==> config.mk <==
export PLATFORM = sky130hd
export DESIGN_NAME = dfc_regs
export DESIGN_NICKNAME = d
export VERILOG_FILES = /design/src/verilog/dfc_pkg.sv /design/src/verilog/dfc_fuse_loader.sv /design/src/verilog/dfc_regs.sv
export SDC_FILE = /design/constraint.sdc
export NUM_CORES = 1
export LEC_CHECK = 0
export ABC_CLOCK_PERIOD_IN_PS = 1600
export BUFFER_PORTS_ARGS = -buffer_cell sky130_fd_sc_hd__buf_2
export CAP_MARGIN = 20
export CORE_ASPECT_RATIO = 0.75
export CORE_MARGIN = 4
export CORE_UTILIZATION = 46
export CTS_CLUSTER_DIAMETER = 30
export CTS_CLUSTER_SIZE = 24
export DETAILED_ROUTE_END_ITERATION = 12
export MAX_ROUTING_LAYER = met4
export PLACE_DENSITY = 0.74
export SYNTH_ARGS = -nofsm -noshare
export SYNTH_HDL_FRONTEND = slang
export SYNTH_HIERARCHICAL = 1
export SYNTH_SLANG_ARGS = --single-unit
==> constraint.sdc <==
create_clock -name clk_sys -period 1.6 [get_ports clk_sys]
set_clock_uncertainty 0.1 [all_clocks]
set_input_delay 0.16 -clock clk_sys [delete_from_list [all_inputs] [get_ports clk_sys]]
set_output_delay 0.16 -clock clk_sys [all_outputs]
set_load 0.005 [all_outputs]
==> src/verilog/dfc_pkg.sv <==
// Purpose: Shared constants for the display fuse capability registers
// Assumes: 32-bit registers, word-wide accesses only
// Notes: Offsets are byte addresses in their own address spaces
package dfc_pkg;
	// Address widths and register offsets
	localparam int MMIO_AW = 20;
	localparam int CFG_AW = 12;
	localparam logic [MMIO_AW-1:0] FUSE_OFF = 20'h51000;
	localparam logic [CFG_AW-1:0] CAPB_OFF = 12'h0E8;
	localparam int DW = 32;

	// Fuse register field positions
	localparam int PIPE_A_BIT = 30;
	localparam int PIPE_C_BIT = 28;
	localparam int PM_BIT = 27;
	localparam int PANEL_BIT = 26;
	localparam int SPARE_BIT = 22;
	localparam int PIPE_B_BIT = 21;
	localparam int AUX_DISP_BIT = 20;
	localparam int ISO_DEC_BIT = 16;
	localparam int CODEC_MSB = 15;
	localparam int CODEC_LSB = 8;

	// Capability word b layout: bits 11 and 7 are reserved, read as zero
	localparam int SVM_BIT = 24;
	localparam logic [DW-1:0] CAPB_RW_MASK = 32'hFFFF_F77F;
	localparam logic [DW-1:0] CAPB_RESET = 32'h0000_0000;
	localparam logic [DW-1:0] FUSE_RESET = 32'h0000_0000;
	localparam logic [DW-1:0] RD_UNMAPPED = 32'h0000_0000;

	// Cycles that fuse and strap pins must settle after global reset
	localparam int SETTLE_CYC = 4;
endpackage : dfc_pkg

==> src/verilog/dfc_fuse_loader.sv <==
// Purpose: Synchronise fuse and strap pins and time the post-reset load
// Assumes: Pins are static after global reset; they may change only then
// Notes: Issues exactly one load pulse per global reset
module dfc_fuse_loader #(
	parameter int WIDTH = dfc_pkg::DW,
	parameter int SETTLE = dfc_pkg::SETTLE_CYC
) (
	input wire logic clk_sys,
	input wire logic rst,
	input wire logic [WIDTH-1:0] fuse_pins,
	output logic [WIDTH-1:0] fuse_word,
	output logic load,
	output logic done
);
	logic [WIDTH-1:0] sync1_r;
	logic [WIDTH-1:0] sync2_r;
	logic [$clog2(SETTLE+1)-1:0] cnt_r;
	logic load_r;
	logic done_r;

	// Two-stage synchroniser; first stage feeds only the second
	always_ff @(posedge clk_sys) begin
		sync1_r <= fuse_pins;
		sync2_r <= sync1_r;
	end

	// Settle counter, then one load pulse; done stays high until reset
	always_ff @(posedge clk_sys) begin
		if (rst) begin
			cnt_r <= '0;
			load_r <= 1'b0;
			done_r <= 1'b0;
		end else begin
			load_r <= 1'b0;
			if (!done_r && !load_r) begin
				if (cnt_r == ($clog2(SETTLE+1))'(SETTLE)) begin
					load_r <= 1'b1; // RULE_15
				end else begin
					cnt_r <= cnt_r + 1'b1;
				end
			end
			if (load_r) begin
				done_r <= 1'b1;
			end
		end
	end

	assign fuse_word = sync2_r;
	assign load = load_r;
	assign done = done_r;
endmodule // dfc_fuse_loader

==> src/verilog/dfc_regs.sv <==
// Purpose: Display fuse capability register and capability word b
// Assumes: rst is the global reset; flr is the function level reset
// Notes: One-cycle read answer; accesses before the fuse load are refused
// What this block does
// RULE_01 - 32-bit display fuse register at MMIO offset 0x51000 holds fuse settings
// RULE_02 - Fuse register survives function level reset; only global reset clears it
// RULE_03 - Bit 30: first display pipe disabled when 1
// RULE_04 - Bit 28: third display pipe disabled when 1
// RULE_05 - Bit 27: frame buffer compression and backlight saving disabled when 1
// RULE_06 - Bit 26: embedded panel and all combo physical-layer ports off when 1
// RULE_07 - Bit 22: spare bit, 0 enable, 1 disable, drives nothing
// RULE_08 - Bit 21: second display pipe disabled when 1
// RULE_09 - Bit 20: auxiliary display feature disabled when 1
// RULE_10 - Bit 16: isolated decode disabled when 1
// RULE_11 - Bits 15:8 hold low byte of audio codec device identifier
// RULE_12 - Codec field reset value meaningless; fuse download overwrites it
// RULE_13 - Capability word b bit 24 disables shared virtual memory when 1
// RULE_14 - Other capability word b fields are plain storage, zero default
// RULE_15 - Fuse fields load from fuse pins after global reset before reads
module dfc_regs #(
	parameter int SETTLE = dfc_pkg::SETTLE_CYC
) (
	input wire logic clk_sys,
	input wire logic rst,
	input wire logic function_level_reset,
	input wire logic [dfc_pkg::DW-1:0] fuse_pins,
	input wire logic [dfc_pkg::MMIO_AW-1:0] mmio_addr,
	input wire logic mmio_wr,
	input wire logic mmio_rd,
	input wire logic [dfc_pkg::DW-1:0] mmio_wdata,
	input wire logic [dfc_pkg::CFG_AW-1:0] cfg_addr,
	input wire logic cfg_wr,
	input wire logic cfg_rd,
	input wire logic [dfc_pkg::DW-1:0] cfg_wdata,
	output logic [dfc_pkg::DW-1:0] rd_data,
	output logic rd_valid,
	output logic fuse_loaded,
	output logic pipe_a_off,
	output logic pipe_b_off,
	output logic pipe_c_off,
	output logic pm_off,
	output logic panel_off,
	output logic aux_display_feature_off,
	output logic iso_decode_off,
	output logic [7:0] codec_id_lo,
	output logic shared_virtual_memory_off
);
	logic [dfc_pkg::DW-1:0] fuse_r;
	logic [dfc_pkg::DW-1:0] capb_r;
	logic [dfc_pkg::DW-1:0] rd_data_r;
	logic rd_valid_r;
	logic [dfc_pkg::DW-1:0] fuse_word;
	logic load;
	logic done;
	logic hit_fuse;
	logic hit_capb;

	dfc_fuse_loader #(
		.WIDTH(dfc_pkg::DW),
		.SETTLE(SETTLE)
	) u_loader (
		.clk_sys(clk_sys),
		.rst(rst),
		.fuse_pins(fuse_pins),
		.fuse_word(fuse_word),
		.load(load),
		.done(done)
	);

	// Address decode; nothing is accepted before the fuse load completes
	assign hit_fuse = done && (mmio_addr == dfc_pkg::FUSE_OFF); // RULE_01
	assign hit_capb = done && (cfg_addr == dfc_pkg::CAPB_OFF);

	// Fuse register: global reset only, flr deliberately not a term here
	always_ff @(posedge clk_sys) begin
		if (rst) begin
			fuse_r <= dfc_pkg::FUSE_RESET; // RULE_02
		end else if (load) begin
			fuse_r <= fuse_word; // RULE_15 RULE_12
		end else if (mmio_wr && hit_fuse) begin
			fuse_r <= mmio_wdata; // RULE_01
		end
	end

	// Capability word b: plain storage, reserved bits forced to zero
	always_ff @(posedge clk_sys) begin
		if (rst) begin
			capb_r <= dfc_pkg::CAPB_RESET; // RULE_14
		end else if (cfg_wr && hit_capb) begin
			capb_r <= cfg_wdata & dfc_pkg::CAPB_RW_MASK; // RULE_13 RULE_14
		end
	end

	// Read path; flr drops an answer in flight, registers are untouched
	always_ff @(posedge clk_sys) begin
		if (rst || function_level_reset) begin
			rd_data_r <= dfc_pkg::RD_UNMAPPED;
			rd_valid_r <= 1'b0;
		end else begin
			rd_valid_r <= done && (mmio_rd || cfg_rd); // RULE_15
			if (mmio_rd && hit_fuse) begin
				rd_data_r <= fuse_r;
			end else if (cfg_rd && hit_capb) begin
				rd_data_r <= capb_r;
			end else begin
				rd_data_r <= dfc_pkg::RD_UNMAPPED;
			end
		end
	end

	// Capability outputs straight from register bits; spare bit 22 unused
	// Spare bit is stored like any other and feeds no output  RULE_07
	assign pipe_a_off = fuse_r[dfc_pkg::PIPE_A_BIT]; // RULE_03
	assign pipe_c_off = fuse_r[dfc_pkg::PIPE_C_BIT]; // RULE_04
	assign pm_off = fuse_r[dfc_pkg::PM_BIT]; // RULE_05
	assign panel_off = fuse_r[dfc_pkg::PANEL_BIT]; // RULE_06
	assign pipe_b_off = fuse_r[dfc_pkg::PIPE_B_BIT]; // RULE_08
	assign aux_display_feature_off = fuse_r[dfc_pkg::AUX_DISP_BIT]; // RULE_09
	assign iso_decode_off = fuse_r[dfc_pkg::ISO_DEC_BIT]; // RULE_10
	assign codec_id_lo = fuse_r[dfc_pkg::CODEC_MSB:dfc_pkg::CODEC_LSB]; // RULE_11
	assign shared_virtual_memory_off = capb_r[dfc_pkg::SVM_BIT]; // RULE_13
	assign rd_data = rd_data_r;
	assign rd_valid = rd_valid_r;
	assign fuse_loaded = done;

	// Checks beside the logic
	fuse_load_a: assert property (@(posedge clk_sys) disable iff (rst) // RULE_15
		load |=> fuse_r == $past(fuse_word))
		else $error("fuse register did not take the pin value");
	flr_keep_a: assert property (@(posedge clk_sys) disable iff (rst) // RULE_02
		function_level_reset && !load && !(mmio_wr && hit_fuse) |=> $stable(fuse_r))
		else $error("function level reset disturbed fuse register");
	fuse_wr_a: assert property (@(posedge clk_sys) disable iff (rst) // RULE_01
		mmio_wr && hit_fuse && !load |=> fuse_r == $past(mmio_wdata))
		else $error("fuse register write lost");
	rd_fuse_a: assert property (@(posedge clk_sys) disable iff (rst) // RULE_01
		mmio_rd && hit_fuse && !function_level_reset ##1 !function_level_reset |-> rd_valid && rd_data == $past(fuse_r))
		else $error("fuse register read wrong");
	rd_gate_a: assert property (@(posedge clk_sys) disable iff (rst) // RULE_15
		!done |=> !rd_valid)
		else $error("read answered before fuse load");
	pipe_bits_a: assert property (@(posedge clk_sys) disable iff (rst) // RULE_03
		{pipe_a_off, pipe_b_off, pipe_c_off} ==
		{fuse_r[dfc_pkg::PIPE_A_BIT], fuse_r[dfc_pkg::PIPE_B_BIT],
		fuse_r[dfc_pkg::PIPE_C_BIT]})
		else $error("pipe disable outputs wrong");
	pm_panel_a: assert property (@(posedge clk_sys) disable iff (rst) // RULE_05
		{pm_off, panel_off, aux_display_feature_off, iso_decode_off,
		codec_id_lo} == {fuse_r[dfc_pkg::PM_BIT], fuse_r[dfc_pkg::PANEL_BIT],
		fuse_r[dfc_pkg::AUX_DISP_BIT], fuse_r[dfc_pkg::ISO_DEC_BIT],
		fuse_r[dfc_pkg::CODEC_MSB:dfc_pkg::CODEC_LSB]})
		else $error("feature disable outputs wrong");
	capb_store_a: assert property (@(posedge clk_sys) disable iff (rst) // RULE_14
		cfg_wr && hit_capb |=>
		capb_r == ($past(cfg_wdata) & dfc_pkg::CAPB_RW_MASK)
		&& shared_virtual_memory_off == $past(cfg_wdata[dfc_pkg::SVM_BIT]))
		else $error("capability word b store wrong");
	capb_reset_a: assert property (@(posedge clk_sys) // RULE_13
		$past(rst) |-> capb_r == dfc_pkg::CAPB_RESET
		&& !shared_virtual_memory_off)
		else $error("capability word b reset value wrong");

	// A function level reset only drops the answer in flight
	flr_drop_a: assert property (@(posedge clk_sys) disable iff (rst) // RULE_02
		function_level_reset |=> !rd_valid)
		else $error("answer survived function level reset");

	// Every read strobe after the load, outside a function level reset, gets an answer in the next cycle
	rd_answer_a: assert property (@(posedge clk_sys) disable iff (rst) // RULE_15
		done && (mmio_rd || cfg_rd) && !function_level_reset |=> rd_valid)
		else $error("read strobe got no answer");

	// Unmapped reads answer with zero so software never sees stale data
	rd_unmap_a: assert property (@(posedge clk_sys) disable iff (rst) // RULE_01
		done && mmio_rd && !hit_fuse && !(cfg_rd && hit_capb) && !function_level_reset
		|=> rd_valid && rd_data == dfc_pkg::RD_UNMAPPED)
		else $error("unmapped read returned data");

	// Config read of capability word b returns the stored value
	rd_capb_a: assert property (@(posedge clk_sys) disable iff (rst) // RULE_13
		cfg_rd && hit_capb && !mmio_rd && !function_level_reset |=> rd_data == $past(capb_r))
		else $error("capability word b read wrong");

	// Spare bit is plain storage even though nothing uses it
	spare_store_a: assert property (@(posedge clk_sys) disable iff (rst) // RULE_07
		mmio_wr && hit_fuse && !load |=>
		fuse_r[dfc_pkg::SPARE_BIT] == $past(mmio_wdata[dfc_pkg::SPARE_BIT]))
		else $error("spare bit not stored");

	// Codec field reset value is replaced by the downloaded one
	codec_load_a: assert property (@(posedge clk_sys) disable iff (rst) // RULE_12
		load |=> codec_id_lo ==
		$past(fuse_word[dfc_pkg::CODEC_MSB:dfc_pkg::CODEC_LSB]))
		else $error("codec field not downloaded");

	// Before the load nothing may disturb the fuse register
	fuse_gate_a: assert property (@(posedge clk_sys) disable iff (rst) // RULE_15
		!done && !load |=> $stable(fuse_r))
		else $error("fuse register changed before load");

	// Config writes before the load are refused
	capb_gate_a: assert property (@(posedge clk_sys) disable iff (rst) // RULE_14
		!done |=> $stable(capb_r))
		else $error("capability word b changed before load");

	// Capability word b only changes on a config write that hits it
	capb_hold_a: assert property (@(posedge clk_sys) disable iff (rst) // RULE_14
		!(cfg_wr && hit_capb) |=> $stable(capb_r))
		else $error("capability word b changed without write");

	// Fuse register holds unless loaded or written, flr or not
	fuse_hold_a: assert property (@(posedge clk_sys) disable iff (rst) // RULE_02
		!load && !(mmio_wr && hit_fuse) |=> $stable(fuse_r))
		else $error("fuse register changed without write");

	// Writes to other MMIO addresses leave the fuse register alone
	wr_nohit_a: assert property (@(posedge clk_sys) disable iff (rst) // RULE_01
		mmio_wr && !hit_fuse && !load |=> $stable(fuse_r))
		else $error("stray write reached fuse register");

	// Loaded state is kept until the next global reset
	done_hold_a: assert property (@(posedge clk_sys) disable iff (rst) // RULE_15
		done |=> done)
		else $error("fuse loaded flag dropped");

	// A single load pulse per reset, followed by the loaded flag
	load_once_a: assert property (@(posedge clk_sys) disable iff (rst) // RULE_15
		load |=> !load && done)
		else $error("fuse load pulse wrong");
endmodule // dfc_regs
* Word-level counts from Yosys, hierarchy flattened
Cells that the tools add are included.
Word-level totals: output and inout port bits 50, bits of input ports 135, bits in registers 164, logic and storage cells 35
Operators by class: reductions and logical operators 15, equality and inequality tests 3, bitwise logic cells 2, multiplexer cells 5, add/sub/neg operators 1
Operator list (count):
- $mux W32 | 4
- $eq A20 B19 Y1 const B | 1
- $eq A12 B8 Y1 const B | 1
- $logic_and A1 B1 Y1 | 8
- $add A3 B1 Y3 const B | 1
- $eq A3 B3 Y1 const B | 1
- $logic_not A1 Y1 | 2
- $logic_or A1 B1 Y1 | 2
- $not A1 Y1 | 2
- $reduce_and A2 Y1 | 1
- $reduce_bool A2 Y1 | 1
- $reduce_or A2 Y1 | 1
- $mux W1 | 1

* Depth between registers and ports, before layout
Gate-level depths: netlist of the first run.
word-level depth 5, depth in mapped cells 6, mapped depth without buffers 5

* By module
The synthesis of the first run kept the hierarchy.
Modules (own cells, without submodules):
- dfc_regs | cells an instance 530, area an instance 4505.6 um^2, seq. area each 1901.8 um^2, times used 1
- dfc_fuse_loader | cells an instance 84, area an instance 1492.7 um^2, seq. area each 1381.3 um^2, times used 1

* Least setup slack after synthesis of the first run
OpenSTA, ideal clock, no wires.
path type reg2reg, from reg u_loader.done_r, in the netlist u_loader/done, to reg fuse_r[10] (netlist name), path slack -0.009 ns, stages on the path, launching flop included 6, path buffers 1, arrival 1.358 ns, cell sequence dfxtp_1 > nor4b_2 > nand4_1 > clkbuf_1 > o21ai_0 > a221oi_2
On the way: word-level cells in the longest chain between the ends 3
RTL lines:
- start: declaration | line dfc_fuse_loader.sv:19 | logic done_r;
- start signal: assignment | line dfc_fuse_loader.sv:32 | done_r <= 1'b0;
- start signal: assignment | line dfc_fuse_loader.sv:43 | done_r <= 1'b1;
- $logic_and A1 B1 Y1 | line dfc_regs.sv:71 | assign hit_fuse = done && (mmio_addr == dfc_pkg::FUSE_OFF);
- $logic_and A1 B1 Y1 | line dfc_regs.sv:80 | end else if (mmio_wr && hit_fuse) begin
- $reduce_bool A2 Y1 (no source line)
- end signal: assignment | line dfc_regs.sv:77 | fuse_r <= dfc_pkg::FUSE_RESET;
- end signal: assignment | line dfc_regs.sv:79 | fuse_r <= fuse_word;
- end signal: assignment | line dfc_regs.sv:81 | fuse_r <= mmio_wdata;
- end: declaration | line dfc_regs.sv:48 | logic [dfc_pkg::DW-1:0] fuse_r;
No other way between the ends. A chain may end at the register's enable or synchronous reset.

* Worst setup path in the final report of the first run
from reg u_loader.done_r, in the netlist u_loader/done, to reg rd_data_r, in the netlist rd_data[4]
On the way: word-level cells in the longest chain between the ends 4
RTL lines:
- $logic_and A1 B1 Y1 | line dfc_regs.sv:72 | assign hit_capb = done && (cfg_addr == dfc_pkg::CAPB_OFF);
- $logic_and A1 B1 Y1 | line dfc_regs.sv:103 | end else if (cfg_rd && hit_capb) begin
- $mux W32 | line dfc_regs.sv:103
- $mux W32 (*) | line dfc_regs.sv:101 | if (mmio_rd && hit_fuse) begin
- end signal: assignment | line dfc_regs.sv:102 | rd_data_r <= fuse_r;
- end signal: assignment | line dfc_regs.sv:104 | rd_data_r <= capb_r;
- end signal: assignment | line dfc_regs.sv:106 | rd_data_r <= dfc_pkg::RD_UNMAPPED;
- end: declaration | line dfc_regs.sv:50 | logic [dfc_pkg::DW-1:0] rd_data_r;
Mark *: on every way between the ends. The rest lies on a longest branch, timed or not.

==> results of run 1 <==
[cells by family (layout without fill, tap and decap cells)]
kind of cell	Yosys count	in the layout
xor gates and xnor gates	1	1
and+or+nand+nor	156	156
AOI/OAI and AO/OA	189	189
adders and majority gates	2	2
buffers and inverters	101	349
DFF	164	164
muxes	1	1
[report_power, final]
part           switching [mW]  internal, mW  leakage [nW]
clock network            1.68          2.22         0.282
logic                   0.408         0.450          2.18
registers               0.128          4.27          1.35
[layer usage]
layer / vias up / GRT usage (%) / share of wire [%]
li1: 2665 / - / -
met1: 2644 / 32.6 / 44
met2: 272 / 36.2 / 47
met3: 31 / 5.62 / 7.8
met4: 0 / 7.33 / 1.6
met5: - / - / 0
[sequential cells by signal, summed over array words and instances, names as in the netlist]
| signal | flops |
|---|---|
| capb_r | 30 |
| fuse_r | 32 |
| rd_data | 32 |
| rd_valid | 1 |
| u_loader/cnt_r | 3 |
| u_loader/done | 1 |
| u_loader/fuse_word | 32 |
| u_loader/load | 1 |
| u_loader/sync1_r | 32 |
[worst max-delay path, cell delays in order, from the launching register on]
cell and delay [ps]:
dfxtp_4 380, nor4b_4 230, nand4_1 170, buf_6 190, clkbuf_16 170, o211ai_1 220, a21oi_1 100
[what timing repair did]
item,in CTS,in global routing
resized for setup,16,117
endpoints found under the hold margin,65,0
gates cloned,1,9
setup endpoints to repair,94,94
hold buffers,65,0
pin swaps,8,74
setup buffers,0,3
[metrics by stage]
step | TNS [ps] | utilization, % | hold WS [ps] | cells | cell area, um^2
6_report | -3260 | 71.4 | 150 | 1028 | 8950
5_1_grt | -8160 | 71.4 | 147 | 1028 | 8950
4_1_cts | -583 | 67.1 | 129 | 1016 | 8410
3_5_place_dp | -11680 | 56.9 | 164 | 918 | 7130
3_3_place_gp | -8260 | 56.9 | 163 | 918 | 7130
2_1_floorplan | 0 | - | 87.7 | 614 | 6000
[layout by cell type (no fill, tap or decap), types with 12 or more instances in the layout]
master / instances
inv_1: 34
clkbuf_16: 22
o21ai_1: 24
dlygate4sd3_1: 64
a31oi_1: 32
nand3_1: 29
a221oi_2: 31
a21oi_1: 26
and3_1: 34
nand2_1: 33
a21oi_2: 35
nand2_4: 18
buf_4: 12
buf_12: 14
dfxtp_1: 162
buf_2: 182
o211ai_1: 30
[final timing paths]
| kind | slack, ps | to |
|---|---|---|
| setup reg to reg | -110 | rd_data[4]$_SDFF_PP0_ |
| hold reg to reg | 230 | u_loader/fuse_word[10]$_DFF_P_ |
| setup / recovery | -110 | rd_data[4]$_SDFF_PP0_ |
| hold / removal | 150 | capb_r[0]$_SDFFE_PP0P_ |
[area by class of cell]
type	count	share of cell area, %
multi-input combinational	349	29.1
clock buffer	20	4.99
tap	166	2.32
sequential	164	36.8
clock inverter	12	1.36
timing repair buffer	283	24.0
inverter	34	1.43
==> impl_results.md, run 1 <==
- Period utilization: 107%
- Leading area contributor after synthesis: dfxtp_1
- Synth cell types: 33
- Fmax: 584 MHz
- Xor/xnor share of the synthesized area: 0.146%
- Main combinational cell family by area after synthesis: compound AO/OA/AOI/OAI gates
- Worst slack, placed: -191 ps
- Overall power: 9.15 mW
- Most frequent cells after synthesis: 164 x dfxtp_1, 61 x a21oi_1, 60 x nand2_1
- CORE AREA: 12500 um^2
- Vias in the first global route: 5417
- Final WL: 19400 um
- Die width: 140 um
- Max-cap viol count: 0
- Clock root cell: clkbuf_16
- P_leak: 3.81 nW
- Post-synthesis adder-cell area fraction: 0.417%
- Startpoint Class: flip-flop
- Dpl hpwl: 11900 um
- CP arrival: 1880 ps
- Gr ovfl total: 0
- Port buffer count: 182
- Max-slew headroom: 55.8%
- Number of diodes: 0
- Max-slew violation count: 0
- HP Start: rst
- Compound-Gate Fraction of Synth Area: 22.9%
- Reg2Reg Launch Point: u_loader/done$_SDFFE_PP0P_
- Outcome: finished with violations
- Synthesized netlist cell count: 614
- Detailed Route Iter0 Violations: 569
- Simple logic cell fraction of the synthesized area: 14.1%
- Via count: 5612
- Worst Setup End Kind: flip-flop
- Mapped Area: 6000 um^2
- Clock insertion delay at the later pin of the skew report: 420 ps
- Top-count cell post-synth: dfxtp_1
- CTS clock-pin slew for the worst setup and hold paths: 60 ps
- Starting density of the core: 47.9%
- CTS tree: yes
- Async SR Flop Fraction: 0%
- Die footprint: 14900 um^2
- Ys flop type: dfxtp_1
- Failing checks: setup timing
- Layout overhead on the synthesized area: 49.1%
- RSZ-0062 raised after global routing: true
- Max clock buf depth: 2
- Rows: 35
- DRT Pass-1 Iters: 5
- Warnings, synthesis: 6
- Mux share of post-synthesis cell area: 0.167%
- Vias/cell: 5.46
- Peak VDD IR: 0.755 mV
- Least-Margin Pin Slew: 663 ps
- Hold WC Path Type: in -> reg
- Share of cells above drive strength 1: 41.6%
- Crit path from: u_loader/done$_SDFFE_PP0P_
- Total track usage: 24.1%
- Endpoints failing setup: 69
- Number of antenna violations at the first check in global routing: 0
- Final net count: 986
- Pwr per Cell Area: 1020 nW/um^2
- Largest cells by area after synthesis: dfxtp_1 55%, a221oi_2 7.5%, a21oi_1 5.1%
- First-pass GRT wire length: 27900 um
- H-tree depth: 4
- Clock Sinks: 164
- Final GP Congestion: 0.884
- FILL cells: 927
- Seq cells post-synth: 164
- Number of synthesized flops with an enable pin: 0
- DRT antenna net count: 0
- Die Y: 107 um
- CP Max Fanout: 8
- Req. time, crit path: 1770 ps
- Part of the Yosys area used for sequential elements: 54.7%
- Largest net degree at the start of global routing: 64
- WL per Instance: 18.9 um
- Syn nets: 751
- Hold Crit Depth: 3
- Setup ws final: -114 ps
- Ports: 185
- Multi-input gate area: 2610 um^2
- Synth top area share: 54.7%
- R2R depth: 6
- FF/Latch Area: 3290 um^2
- Remaining DRCs: 0
- Minimum clock period after layout: 1710 ps
- Final hold violations: 0
- Total CTS buffers: 17
- Mean area per synthesized cell: 9.77 um^2
- Kind of critical path: reg -> reg
(Power assumes the default switching activity.)
==> inputs of run 2 (changes only) <==
Settings changed: CORE_UTILIZATION 46 to 48, CTS_BUF_LIST from default to sky130_fd_sc_hd__clkbuf_4 sky130_fd_sc_hd__clkbuf_8, HOLD_SLACK_MARGIN from default to 0.02, PLACE_DENSITY 0.74 to 0.77, SLEW_MARGIN from default to 20.
==> run 2 against run 1 <==
Against the previous run:
- the flow still finishes with violations (setup timing)
- sequential cell count unchanged
- combinational power decreased by 1%
- highest routed layer unchanged
- clock-buffer cell count unchanged
- critical path type unchanged
- fmax increased by 3.3%
==> impl_results.md, run 2 (same netlist as run 1, synthesis figures left out) <==
- Gr ovfl total: 0
- Hold WC Path Type: in -> reg
- Hold Slack: 113 ps
- Clock insertion delay at the later pin of the skew report: 430 ps
- Via count: 5622
- Least-Margin Pin Slew: 673 ps
- CP Buf/Inv Count: 1
- First-pass GRT wire length: 27300 um
- Endpoints failing setup: 34
- Critical path, cell by cell: nor4b_4 -> and4_4 -> buf_12 -> a31oi_1 -> a221oi_2
- Final hold violations: 0
- Max clock buf depth: 2
- Max-slew headroom: 55.1%
- CTS tree: yes
- DRT Pass-1 Iters: 5
- Total track usage: 25.0%
- Max-slew violation count: 0
- Req. time, crit path: 1840 ps
- Post-Layout Inst Area: 8510 um^2
- Largest net degree at the start of global routing: 64
- Final WL: 18600 um
- Share of cells above drive strength 1: 38.2%
- Detailed Route Iter0 Violations: 651
- Number of diodes: 0
- Ports: 185
- Vias in the first global route: 5443
- Top Family by Delay on Critical Path: simple AND/OR/NAND/NOR gates
- Vias/cell: 5.51
- Max-cap viol count: 0
- Clock root cell: clkbuf_8
- Critical-path top delay cell: dfxtp_4
- Most frequent cells in the layout: 182 x buf_2, 162 x dfxtp_1, 65 x dlygate4sd3_1, 48 x nand2_1, 37 x a21oi_1
- CTS clock-pin slew for the worst setup and hold paths: 80 ps
- DRT antenna net count: 0
- Period utilization: 104%
- Layout overhead on the synthesized area: 41.8%
- Port buffer count: 182
- Overall power: 8.51 mW
- Minimum clock period after layout: 1660 ps
- RSZ-0062 raised after global routing: true
- Failing checks: setup timing
- P_leak: 3.52 nW
- WL per Instance: 18.2 um
- Die width: 137 um
- CP arrival: 1900 ps
- Starting density of the core: 48.9%
- CORE AREA: 12300 um^2
- Fmax: 603 MHz
- Slowest stage delay, CP: 390 ps
- Dpl hpwl: 12100 um
- Area of placed instances: 7110 um^2
- Number of antenna violations at the first check in global routing: 0
- Final GP Congestion: 0.870
- H-tree depth: 4
- Startpoint Class: flip-flop
- Remaining DRCs: 0
- CP Max Fanout: 27
- Total CTS buffers: 17
- Peak VDD IR: 0.713 mV
- Clock Sinks: 164
- Kind of critical path: reg -> reg
- Rows: 35
- Final net count: 980
- Die Y: 105 um
- Setup ws final: -58.4 ps
- Die footprint: 14400 um^2
- Pwr per Cell Area: 1000 nW/um^2
- Most common cell after layout, fill and taps aside: buf_2
- Worst Setup End Kind: flip-flop
- Outcome: finished with violations
- Worst slack, placed: -218 ps
run 2: cell types whose count changed in the layout (fill, tap and decap cells not counted), moves of 4 or more:
cell	delta
inv_6	-4
nand2_1	+15
nand2_4	-17
o21ai_1	-9
a21oi_1	+11
o21ai_0	+12
clkbuf_16	-19
a21oi_2	-11
clkbuf_8	+17
run 2: what timing repair did:
action / in CTS / in global routing
gates resized for setup: 10 / 57
pin swaps: 0 / 28
endpoints found under the hold margin: 65 / 0
cloned: 0 / 5
buffers inserted: 0 / 1
setup endpoints to repair: 94 / 93
hold buffers: 65 / 0
run 2: where the power goes:
group          internal, mW  total (mW)  leakage [nW]  switching [mW]
combinational         0.450       0.846          1.95           0.396
clock                  1.78        3.27         0.218            1.48
sequential             4.26        4.39          1.35           0.134
total                  6.49        8.51          3.52            2.01
run 2: routing by layer:
| layer | vias up | global-route usage, % | wire length, um |
|---|---|---|---|
| met2 | 282 | 37.6 | 8500 |
| li1 | 2649 | - | - |
| met5 | - | - | 0 |
| met3 | 32 | 5.82 | 1640 |
| met1 | 2659 | 32.8 | 8030 |
| met4 | 0 | 9.40 | 396 |
run 2: tightest hold or removal path: cells and delay by family:
kind	cells	cell delay (ps)
buffers and inverters	2	330
AOI/OAI and AO/OA	1	120
run 2: area by class of cell:
class / instances / area (um^2)
Inverter: 34 / 128
Fill cell: 918 / 3750
Tap cell: 166 / 208
Clock buffer: 20 / 263
Clock inverter: 11 / 178
Sequential cell: 164 / 3290
Timing Repair Buffer: 277 / 1990
Multi-Input combinational cell: 349 / 2450
run 2: metrics by stage:
step / setup TNS (ps) / std cells / util (%)
floorplan: 0 / 614 / -
global placement: -5630 / 919 / 58.0
detailed placement: -14490 / 919 / 58.0
CTS: -653 / 1015 / 67.1
global route: -5260 / 1021 / 69.4
finish: -811 / 1021 / 69.4
run 2: worst paths after layout:
kind | start | endpoint | slack, ps | cells after the start
worst min register to register | u_loader/sync1_r[28]$_DFF_P_ | u_loader/fuse_word[28]$_DFF_P_ | 230 | 0
worst max register to register | u_loader/done$_SDFFE_PP0P_ | fuse_r[30]$_SDFFE_PP0P_ | -60 | 5
worst min-delay path | rst | capb_r[5]$_SDFFE_PP0P_ | 110 | 3
worst max-delay path | u_loader/done$_SDFFE_PP0P_ | fuse_r[30]$_SDFFE_PP0P_ | -60 | 5
